### config.mk
export PLATFORM = sky130hd
export DESIGN_NAME = eki_intc
export DESIGN_NICKNAME = d
export VERILOG_FILES = /design/src/rtl/eki_pkg.sv /design/src/rtl/eki_intc.sv
export SDC_FILE = /design/constraint.sdc
export NUM_CORES = 1
export LEC_CHECK = 0
export BUFFER_PORTS_ARGS = -buffer_cell sky130_fd_sc_hd__buf_2
export CAP_MARGIN = 10
export CORE_MARGIN = 8
export CORE_UTILIZATION = 37
export CTS_CLUSTER_SIZE = 8
export DETAILED_ROUTE_END_ITERATION = 8
export GPL_TIMING_DRIVEN = 1
export SYNTH_ARGS = -nofsm -noshare
export SYNTH_HDL_FRONTEND = slang
export SYNTH_SLANG_ARGS = --single-unit
### constraint.sdc
create_clock -name clk -period 2.8 [get_ports clk]
set_clock_uncertainty 0.05 [all_clocks]
set_input_delay 0.42 -clock clk [delete_from_list [all_inputs] [get_ports clk]]
set_output_delay 0.42 -clock clk [all_outputs]
set_load 0.005 [all_outputs]
### src/rtl/eki_pkg.sv
// Constants, register map and carrier types of the external request and key-scan controller.
// Assumes one 100 MHz system clock and an AHB-Lite register bus with 32-bit data.
package eki_pkg;

  // Sizes
  localparam int NUM_LINES = 8;
  localparam int NUM_KEYS = 16;
  localparam int NUM_INTERNAL = 26;
  localparam int VEC_W = 6;

  // Register byte offsets
  localparam logic [7:0] OFF_LINE_EN = 8'h00;
  localparam logic [7:0] OFF_SENSE = 8'h04;
  localparam logic [7:0] OFF_KMASK_LO = 8'h08;
  localparam logic [7:0] OFF_KMASK_HI = 8'h0c;
  localparam logic [7:0] OFF_CTRL = 8'h10;
  localparam logic [7:0] OFF_STATUS = 8'h14;

  // Reset values
  localparam logic [7:0] RST_LINE_EN = 8'h00;
  localparam logic [7:0] RST_SENSE = 8'h00;
  localparam logic [7:0] RST_KMASK_LO = 8'hbf;
  localparam logic [7:0] RST_KMASK_HI = 8'hff;
  localparam logic RST_NMI_EDGE = 1'b0;

  // Field positions
  localparam int CTRL_NMI_EDGE_BIT = 0;
  localparam int STAT_PEND_LSB = 0;
  localparam int STAT_NMI_BIT = 8;
  localparam int STAT_LVL_LSB = 16;
  localparam int KEY_LINE = 6;

  // Sense and edge encodings
  localparam logic SENSE_LEVEL = 1'b0;
  localparam logic NMI_EDGE_RISE = 1'b1;

  // Vector numbers
  localparam logic [VEC_W-1:0] VEC_NONE = 6'h00;
  localparam logic [VEC_W-1:0] VEC_NMI = 6'h03;
  localparam logic [VEC_W-1:0] VEC_LINE0 = 6'h04;
  localparam logic [VEC_W-1:0] VEC_INT0 = 6'h0c;

  // Lines able to leave software standby
  localparam logic [7:0] WAKE_LINES = 8'h47;

  // AHB-Lite encodings
  localparam logic [1:0] HTRANS_NONSEQ = 2'h2;
  localparam logic HRESP_OKAY = 1'b0;

  // Request toward the processor core
  typedef struct packed {
    logic valid;
    logic [VEC_W-1:0] vector;
  } eki_req_t;

  // Active-low request pins
  typedef struct packed {
    logic nmi_n;
    logic [NUM_LINES-1:0] irq_n;
    logic [NUM_KEYS-1:0] key_n;
  } eki_pins_t;

endpackage

### src/rtl/eki_intc.sv
// Request side of the interrupt controller: pin sensing, key merge, pending state, arbiter.
// Assumes pins are asynchronous to clk and the core returns a one-cycle acknowledge per request.
// Operation
// Eight line enable bits, 0 disables, 1 enables, all reset to 0.
// Edge request seen while enabled latches pending until serviced.
// Disabling keeps a pending edge request but ignores new edges.
// Pending edge request is delivered after disable while mask flag is 0.
// Pending cleared when mask flag 1, sense bit 0, enable bit 0.
// Software discards pending by mask, disable, sense 0 then 1.
// Low key mask covers keys 7..0, high key mask keys 15..8.
// Key mask 0 passes the key, 1 blocks it.
// Key masks reset to 1 except low bit 6, which resets to 0.
// Line 6 is ORed with all sixteen unmasked key inputs.
// Software unmasks used keys and masks unused ones.
// Nonmaskable request on the selected edge regardless of mask flag.
// Nonmaskable vector is 3; its handling sets the mask flag.
// Each line sensed by low level or falling edge per its bit.
// Mask flag blocks all eight lines besides their own enables.
// Lines 0..7 use vectors 4..11, line 0 highest priority.
// Line detection works whatever the pin direction.
// Software sets used line pins as inputs and unshared.
// Nonmaskable input and lines 0, 1, 2, 6 wake from standby.
// Twenty-six internal requests use vectors 12 to 37.
// Mask flag blocks internal requests; acceptance sets the flag.
// Sense bit 0 requests while low, 1 on falling edge; reset 0.
// Edge select 0 falling, 1 rising for nonmaskable; reset 0.
// Only the highest priority accepted request and vector go out.
// Level requests are not latched; they follow the enabled low input.
// Edges compare synchronized samples; one fall gives one pending.
`timescale 1ns/1ns
`default_nettype none

module eki_intc #(
  parameter int NUM_INT = eki_pkg::NUM_INTERNAL
) (
  // Clock and reset
  input wire logic clk,
  input wire logic resetn,
  // AHB-Lite slave
  input wire logic hsel,
  input wire logic [31:0] haddr,
  input wire logic [1:0] htrans,
  input wire logic hwrite,
  input wire logic [2:0] hsize,
  input wire logic [31:0] hwdata,
  input wire logic hready,
  output logic hreadyout,
  output logic [31:0] hrdata,
  output logic hresp,
  // Request pins
  input wire eki_pkg::eki_pins_t pins_i,
  // Internal peripheral requests, already enabled at their source
  input wire logic [NUM_INT-1:0] int_req_i,
  // Processor core
  input wire logic mask_flag_i,
  input wire logic core_ack_i,
  output eki_pkg::eki_req_t req_o,
  // Standby
  input wire logic standby_i,
  output logic wake_o
);
  import eki_pkg::*;

  // Highest priority wins: later assignments in the loops override earlier ones
  function automatic eki_req_t pick(input logic nmi, input logic [NUM_LINES-1:0] lines,
                                    input logic [NUM_INT-1:0] ints);
    eki_req_t r;
    r.valid = 1'b0;
    r.vector = VEC_NONE;
    for (int i = NUM_INT - 1; i >= 0; i--) begin
      if (ints[i]) begin
        r.valid = 1'b1;
        r.vector = VEC_INT0 + VEC_W'(i);
      end
    end
    for (int i = NUM_LINES - 1; i >= 0; i--) begin
      if (lines[i]) begin
        r.valid = 1'b1;
        r.vector = VEC_LINE0 + VEC_W'(i);
      end
    end
    if (nmi) begin
      r.valid = 1'b1;
      r.vector = VEC_NMI;
    end
    return r;
  endfunction

  // Pin synchronisers and glitch filter
  eki_pins_t s1_q, s2_q, s3_q, flt_q, flt_d;
  logic [NUM_LINES-1:0] low_prev_q, low_prev_d;
  logic nmi_prev_q, nmi_prev_d;

  // Registers
  logic [7:0] line_en_q, line_en_d;
  logic [7:0] sense_q, sense_d;
  logic [7:0] kmask_lo_q, kmask_lo_d;
  logic [7:0] kmask_hi_q, kmask_hi_d;
  logic nmi_edge_q, nmi_edge_d;

  // Pending and output state
  logic [NUM_LINES-1:0] pend_q, pend_d;
  logic nmi_pend_q, nmi_pend_d;
  eki_req_t req_q, req_d;
  logic wake_q, wake_d;

  // Bus state
  logic wr_pend_q, wr_pend_d;
  logic [7:0] waddr_q, waddr_d;
  logic [31:0] rdata_q, rdata_d;

  // Derived signals
  logic [NUM_KEYS-1:0] kmask;
  logic key_low;
  logic [NUM_LINES-1:0] line_low, line_fall, edge_set, pend_clr, line_req, line_acc;
  logic nmi_edge_hit;
  logic [NUM_INT-1:0] int_acc;
  logic addr_ok;

  // Pins have no direction control here, so output pins still request
  always_comb begin
    for (int b = 0; b < $bits(eki_pins_t); b++) begin
      flt_d[b] = (s2_q[b] == s3_q[b]) ? s3_q[b] : flt_q[b];
    end
  end

  always_ff @(posedge clk or negedge resetn) begin
    if (!resetn) begin
      s1_q <= '1;
      s2_q <= '1;
      s3_q <= '1;
      flt_q <= '1;
      low_prev_q <= '0;
      nmi_prev_q <= 1'b1;
    end else begin
      s1_q <= pins_i;
      s2_q <= s1_q;
      s3_q <= s2_q;
      flt_q <= flt_d;
      low_prev_q <= low_prev_d;
      nmi_prev_q <= nmi_prev_d;
    end
  end

  // Key merge and edge detection
  always_comb begin
    kmask = {kmask_hi_q, kmask_lo_q};
    key_low = |(~flt_q.key_n & ~kmask);
    line_low = ~flt_q.irq_n;
    line_low[KEY_LINE] = line_low[KEY_LINE] | key_low;
    low_prev_d = line_low;
    line_fall = line_low & ~low_prev_q;
    nmi_prev_d = flt_q.nmi_n;
    if (nmi_edge_q == NMI_EDGE_RISE) begin
      nmi_edge_hit = flt_q.nmi_n & ~nmi_prev_q;
    end else begin
      nmi_edge_hit = ~flt_q.nmi_n & nmi_prev_q;
    end
  end

  // Pending state and arbitration
  always_comb begin
    edge_set = line_fall & line_en_q & sense_q;
    pend_clr = {NUM_LINES{mask_flag_i}} & ~sense_q & ~line_en_q;
    // Ack clears only the vector presented at that edge
    for (int i = 0; i < NUM_LINES; i++) begin
      if (core_ack_i && req_q.valid && req_q.vector == VEC_LINE0 + VEC_W'(i)) begin
        pend_clr[i] = 1'b1;
      end
      if (sense_q[i] == SENSE_LEVEL) begin
        line_req[i] = line_en_q[i] & line_low[i];
      end else begin
        line_req[i] = pend_q[i];
      end
    end
    // Set wins over clear
    pend_d = (pend_q & ~pend_clr) | edge_set;
    nmi_pend_d = nmi_pend_q;
    if (core_ack_i && req_q.valid && req_q.vector == VEC_NMI) begin
      nmi_pend_d = 1'b0;
    end
    if (nmi_edge_hit) begin
      nmi_pend_d = 1'b1;
    end
    line_acc = line_req & {NUM_LINES{~mask_flag_i}};
    int_acc = int_req_i & {NUM_INT{~mask_flag_i}};
    req_d = pick(nmi_pend_q, line_acc, int_acc);
    // Standby wake ignores the mask flag so a masked core can still be woken
    wake_d = standby_i & (nmi_pend_q | |(line_req & WAKE_LINES));
  end

  always_ff @(posedge clk or negedge resetn) begin
    if (!resetn) begin
      pend_q <= '0;
      nmi_pend_q <= 1'b0;
      req_q <= '0;
      wake_q <= 1'b0;
    end else begin
      pend_q <= pend_d;
      nmi_pend_q <= nmi_pend_d;
      req_q <= req_d;
      wake_q <= wake_d;
    end
  end

  // Register writes land in the data phase
  always_comb begin
    line_en_d = line_en_q;
    sense_d = sense_q;
    kmask_lo_d = kmask_lo_q;
    kmask_hi_d = kmask_hi_q;
    nmi_edge_d = nmi_edge_q;
    if (wr_pend_q) begin
      if (waddr_q == OFF_LINE_EN) begin
        line_en_d = hwdata[7:0];
      end else if (waddr_q == OFF_SENSE) begin
        sense_d = hwdata[7:0];
      end else if (waddr_q == OFF_KMASK_LO) begin
        kmask_lo_d = hwdata[7:0];
      end else if (waddr_q == OFF_KMASK_HI) begin
        kmask_hi_d = hwdata[7:0];
      end else if (waddr_q == OFF_CTRL) begin
        nmi_edge_d = hwdata[CTRL_NMI_EDGE_BIT];
      end
    end
  end

  always_ff @(posedge clk or negedge resetn) begin
    if (!resetn) begin
      line_en_q <= RST_LINE_EN;
      sense_q <= RST_SENSE;
      kmask_lo_q <= RST_KMASK_LO;
      kmask_hi_q <= RST_KMASK_HI;
      nmi_edge_q <= RST_NMI_EDGE;
    end else begin
      line_en_q <= line_en_d;
      sense_q <= sense_d;
      kmask_lo_q <= kmask_lo_d;
      kmask_hi_q <= kmask_hi_d;
      nmi_edge_q <= nmi_edge_d;
    end
  end

  // Bus slave: zero wait states, reads see a write in the same cycle through the _d values
  always_comb begin
    wr_pend_d = 1'b0;
    waddr_d = waddr_q;
    rdata_d = rdata_q;
    addr_ok = (haddr[31:8] == '0);
    if (hsel && hready && htrans == HTRANS_NONSEQ) begin
      waddr_d = addr_ok ? haddr[7:0] : 8'hff;
      wr_pend_d = hwrite;
      if (!hwrite) begin
        // Unmapped words read zero so stale data never leaks
        rdata_d = '0;
        if (!addr_ok) begin
          rdata_d = '0;
        end else if (haddr[7:0] == OFF_LINE_EN) begin
          rdata_d[7:0] = line_en_d;
        end else if (haddr[7:0] == OFF_SENSE) begin
          rdata_d[7:0] = sense_d;
        end else if (haddr[7:0] == OFF_KMASK_LO) begin
          rdata_d[7:0] = kmask_lo_d;
        end else if (haddr[7:0] == OFF_KMASK_HI) begin
          rdata_d[7:0] = kmask_hi_d;
        end else if (haddr[7:0] == OFF_CTRL) begin
          rdata_d[CTRL_NMI_EDGE_BIT] = nmi_edge_d;
        end else if (haddr[7:0] == OFF_STATUS) begin
          rdata_d[STAT_PEND_LSB +: NUM_LINES] = pend_q;
          rdata_d[STAT_NMI_BIT] = nmi_pend_q;
          rdata_d[STAT_LVL_LSB +: NUM_LINES] = line_low;
        end
      end
    end
  end

  always_ff @(posedge clk or negedge resetn) begin
    if (!resetn) begin
      wr_pend_q <= 1'b0;
      waddr_q <= '0;
      rdata_q <= '0;
    end else begin
      wr_pend_q <= wr_pend_d;
      waddr_q <= waddr_d;
      rdata_q <= rdata_d;
    end
  end

  assign hreadyout = 1'b1;
  assign hresp = HRESP_OKAY;
  assign hrdata = rdata_q;
  assign req_o = req_q;
  assign wake_o = wake_q;
endmodule

`default_nettype wire

==> impl_metrics.py <==
metrics = {
    "synth": {
        "syn_area_mm2": 0.00759,
        "synth_warnings": 0,
        "ys.flop_type": "dfstp_2",
        "seq_area_frac_synth": 0.629,
        "synth-seq-cells": 185,
        "yosysUniqueCellTypes": 70,
        "synth_edf_count": 0,
        "synth.avg_cell_area_um2": 12.3,
        "netlist_instances": 617,
        "synthArstFlopShare": 1.00,
    },
    "worst_setup_path": {
        "crit_start": "waddr_q[5]$_DFFE_PN0P_",
        "start_kind": "register",
        "cpMaxStageDelayCell": "or4_4",
        "r2r-start": "waddr_q[5]$_DFFE_PN0P_",
        "cp.arrival_ns": 2.84,
        "crit_chain": "or4_4 -> nor4_4 -> and2b_1 -> buf_4 -> mux2_4 -> o31ai_1 -> a32oi_1",
        "r2r_cells": 7,
        "worstSetupPathType": "register to register",
        "crit_path_end_kind": "register",
        "cp_slowest_stage_delay_ns": 0.59,
        "cp_max_fo": 5,
        "cp.required_ns": 3.04,
    },
    "global_routing": {
        "grt_pass1_wl_um": 30300,
        "antenna_found_initial": 0,
        "grt_max_degree": 73,
        "grt.busiest_layer": "met2",
        "met1_usage": 0.194,
        "met3_usage": 0.0496,
        "grt_overflow": 0,
        "met2_usage": 0.231,
        "grt_pass1_vias": 5584,
        "grt_use_total": 0.149,
    },
    "detailed_routing": {
        "drtIter0Drc": 363,
        "vias_per_cell": 5.09,
        "totalWireLength_um": 18400,
        "drc": 0,
        "firstDrtPassIters": 5,
        "vias": 5321,
        "drt-wirelength-per-cell_um": 17.6,
        "antenna_left": 0,
    },
    "clock_tree": {
        "cts-resized-gates": 0,
        "cts_max_path_buffers": 2,
        "cts_sinks": 185,
        "cts_setup_buffers": 0,
        "cts-root-buf": "clkbuf_16",
        "clk_latency_ns": 0.43,
        "cts_max_level": 4,
        "clkSlewWorstSetupHoldPaths_ns": 0.07,
        "cts_tree": "built",
        "numCtsBuffers": 17,
    },
    "die": {
        "initial_core_util": 0.376,
        "rows": 52,
        "die-width_um": 159,
        "coreArea_mm2": 0.0202,
        "io_pins": 170,
        "die_area_mm2": 0.0254,
        "die_y_um": 159,
    },
    "final_layout": {
        "nets": 890,
        "drive_above_1_share": 0.421,
        "syn_to_final_growth_pct": 20.7,
        "final_util": 0.454,
        "antennaDiodeCount": 0,
        "fillers": 1922,
        "seq_area_mm2": 0.00477,
        "multiInputGateArea_mm2": 0.00259,
    },
    "min_path": {
        "hp-start": "pins_i[13]",
        "worst_hold_path_type": "primary input to register",
        "holdPathStages": 1,
    },
    "power_and_ir_drop": {
        "p_leak_nw": 3.94,
        "total_power_mw": 5.95,
        "p_per_area_mw_per_mm2": 650,
        "ir_drop_v": 0.000368,
    },
    "placement": {
        "port-buffer-count": 125,
        "gp_congestion": 0.804,
        "dp_hpwl_um": 13700,
    },
    "timing": {
        "period_share": 0.928,
        "setup_tns_ns": 0,
        "worst_pin_slew_ns": 0.547,
        "min_period_ns": 2.60,
        "final-setup-viol-count": 0,
        "fmax_ghz": 0.385,
        "rsz0062_at_grt": "no",
        "finalMaxSlewViolations": 0,
        "hold_viol_final": 0,
        "slew_headroom": 0.631,
    },
    "job": {
        "maxCapViolCount": 0,
    },
    "run_status": {
        "outcome": "finished clean",
    },
}
layer usage:
metal / wire length (um) / part of all wire
met1: 8200 / 0.45
met2: 8500 / 0.46
met3: 1460 / 0.079
met4: 240 / 0.013
met5: 0 / 0
cells in the mapped netlist, types with 12 or more instances:
cell       n  area (um2)
a21oi_1   17        85.1
buf_4     18         135
dfrtp_1   69        1730
dfstp_2  116        3050
inv_1     23        86.3
maj3_1    25         250
mux2_2    20         225
nand2_1   50         188
nand3_1   14        70.1
nor2_1    46         173
o21ai_0   33         165
o31ai_1   12        90.1
power by group:
group / internal (mW) / switching [mW] / leakage, nW / total, mW
Sequential: 2.94 / 0.170 / 2.10 / 3.11
Combinational: 0.230 / 0.302 / 1.55 / 0.532
Clock: 1.26 / 1.05 / 0.287 / 2.31
Total: 4.43 / 1.52 / 3.94 / 5.95
layout by cell type, fill, tap and decap left out, types with 12 or more instances in the layout:
cell	synthesis	layout
nand2_1	50	50
dfrtp_1	69	69
clkbuf_16	0	19
mux2_2	20	20
a21oi_1	17	17
maj3_1	25	25
buf_2	1	124
nor2_1	46	46
nand3_1	14	14
buf_4	18	15
o31ai_1	12	12
dfstp_2	116	116
inv_1	23	23
o21ai_0	33	33
conb_1	2	17
path summary, 6_finish.rpt:
check / to / slack [ns]
worst max-delay path: hrdata[5]$_DFFE_PN0P_ / 0.20
worst min-delay path: s1_q[13]$_DFF_PN1_ / 0.03
worst max register to register: hrdata[5]$_DFFE_PN0P_ / 0.20
worst min register to register: s2_q[13]$_DFF_PN1_ / 0.31
max in group asynchronous: s1_q[7]$_DFF_PN1_ / 1.50
min in group asynchronous: hrdata[16]$_DFFE_PN0P_ / 0.46
cells by family after synthesis:
group	count (synthesis)	synth area share
multiplexers	34	0.0549
AND/OR/NAND/NOR	182	0.125
other	2	0.000989
buffers and inverters	55	0.0373
adder cells (fa/ha/maj)	25	0.0330
flip-flops	185	0.629
XOR/XNOR	1	0.00115
AO/OA/AOI/OAI	133	0.118
cell type report:
cell class	count	share of cell area
timing repair buffer	143	0.0867
sequential	185	0.521
clock inverter	13	0.0113
clock buffer	19	0.0519
tap	270	0.0369
inverter	23	0.00942
multi-input combinational	392	0.283
critical path, delay by kind of cell (launching register included):
| family | cells | cell delay [ns] |
|---|---|---|
| buffers and inverters | 1 | 0.22 |
| AND/OR/NAND/NOR | 3 | 1.14 |
| multiplexers | 1 | 0.31 |
| flip-flops | 1 | 0.42 |
| AO/OA/AOI/OAI | 2 | 0.33 |
per-stage QoR:
step	hold slack (ns)	setup WS, ns	area (um2)	instances
5_1_grt	0.00992	0.0554	9160	1045
6_report	0.0298	0.203	9160	1045
3_5_place_dp	0.297	0.207	8570	1012
4_1_cts	0.00828	0.186	9160	1045
2_1_floorplan	0.0744	0.466	7650	632
3_3_place_gp	0.295	0.223	8570	1012
sequential cells by signal, summed over array words and instances, names as in the netlist:
signal	flops
nmi_prev_q	1
req_o	7
kmask_hi_q	8
line_en_q	8
nmi_edge_q	1
s3_q	25
low_prev_q	8
nmi_prev_d	1
nmi_pend_q	1
s2_q	25
flt_q	24
pend_q	8
waddr_q	8
wake_o	1
kmask_lo_q	8
hrdata	17
sense_q	8
wr_pend_q	1
s1_q	25
repair_timing:
item,in CTS,in global routing
setup endpoints to repair,0,0
hold endpoints to repair,31,0
hold buffers,1,0
Note: power is estimated with default switching activity, not from simulation.
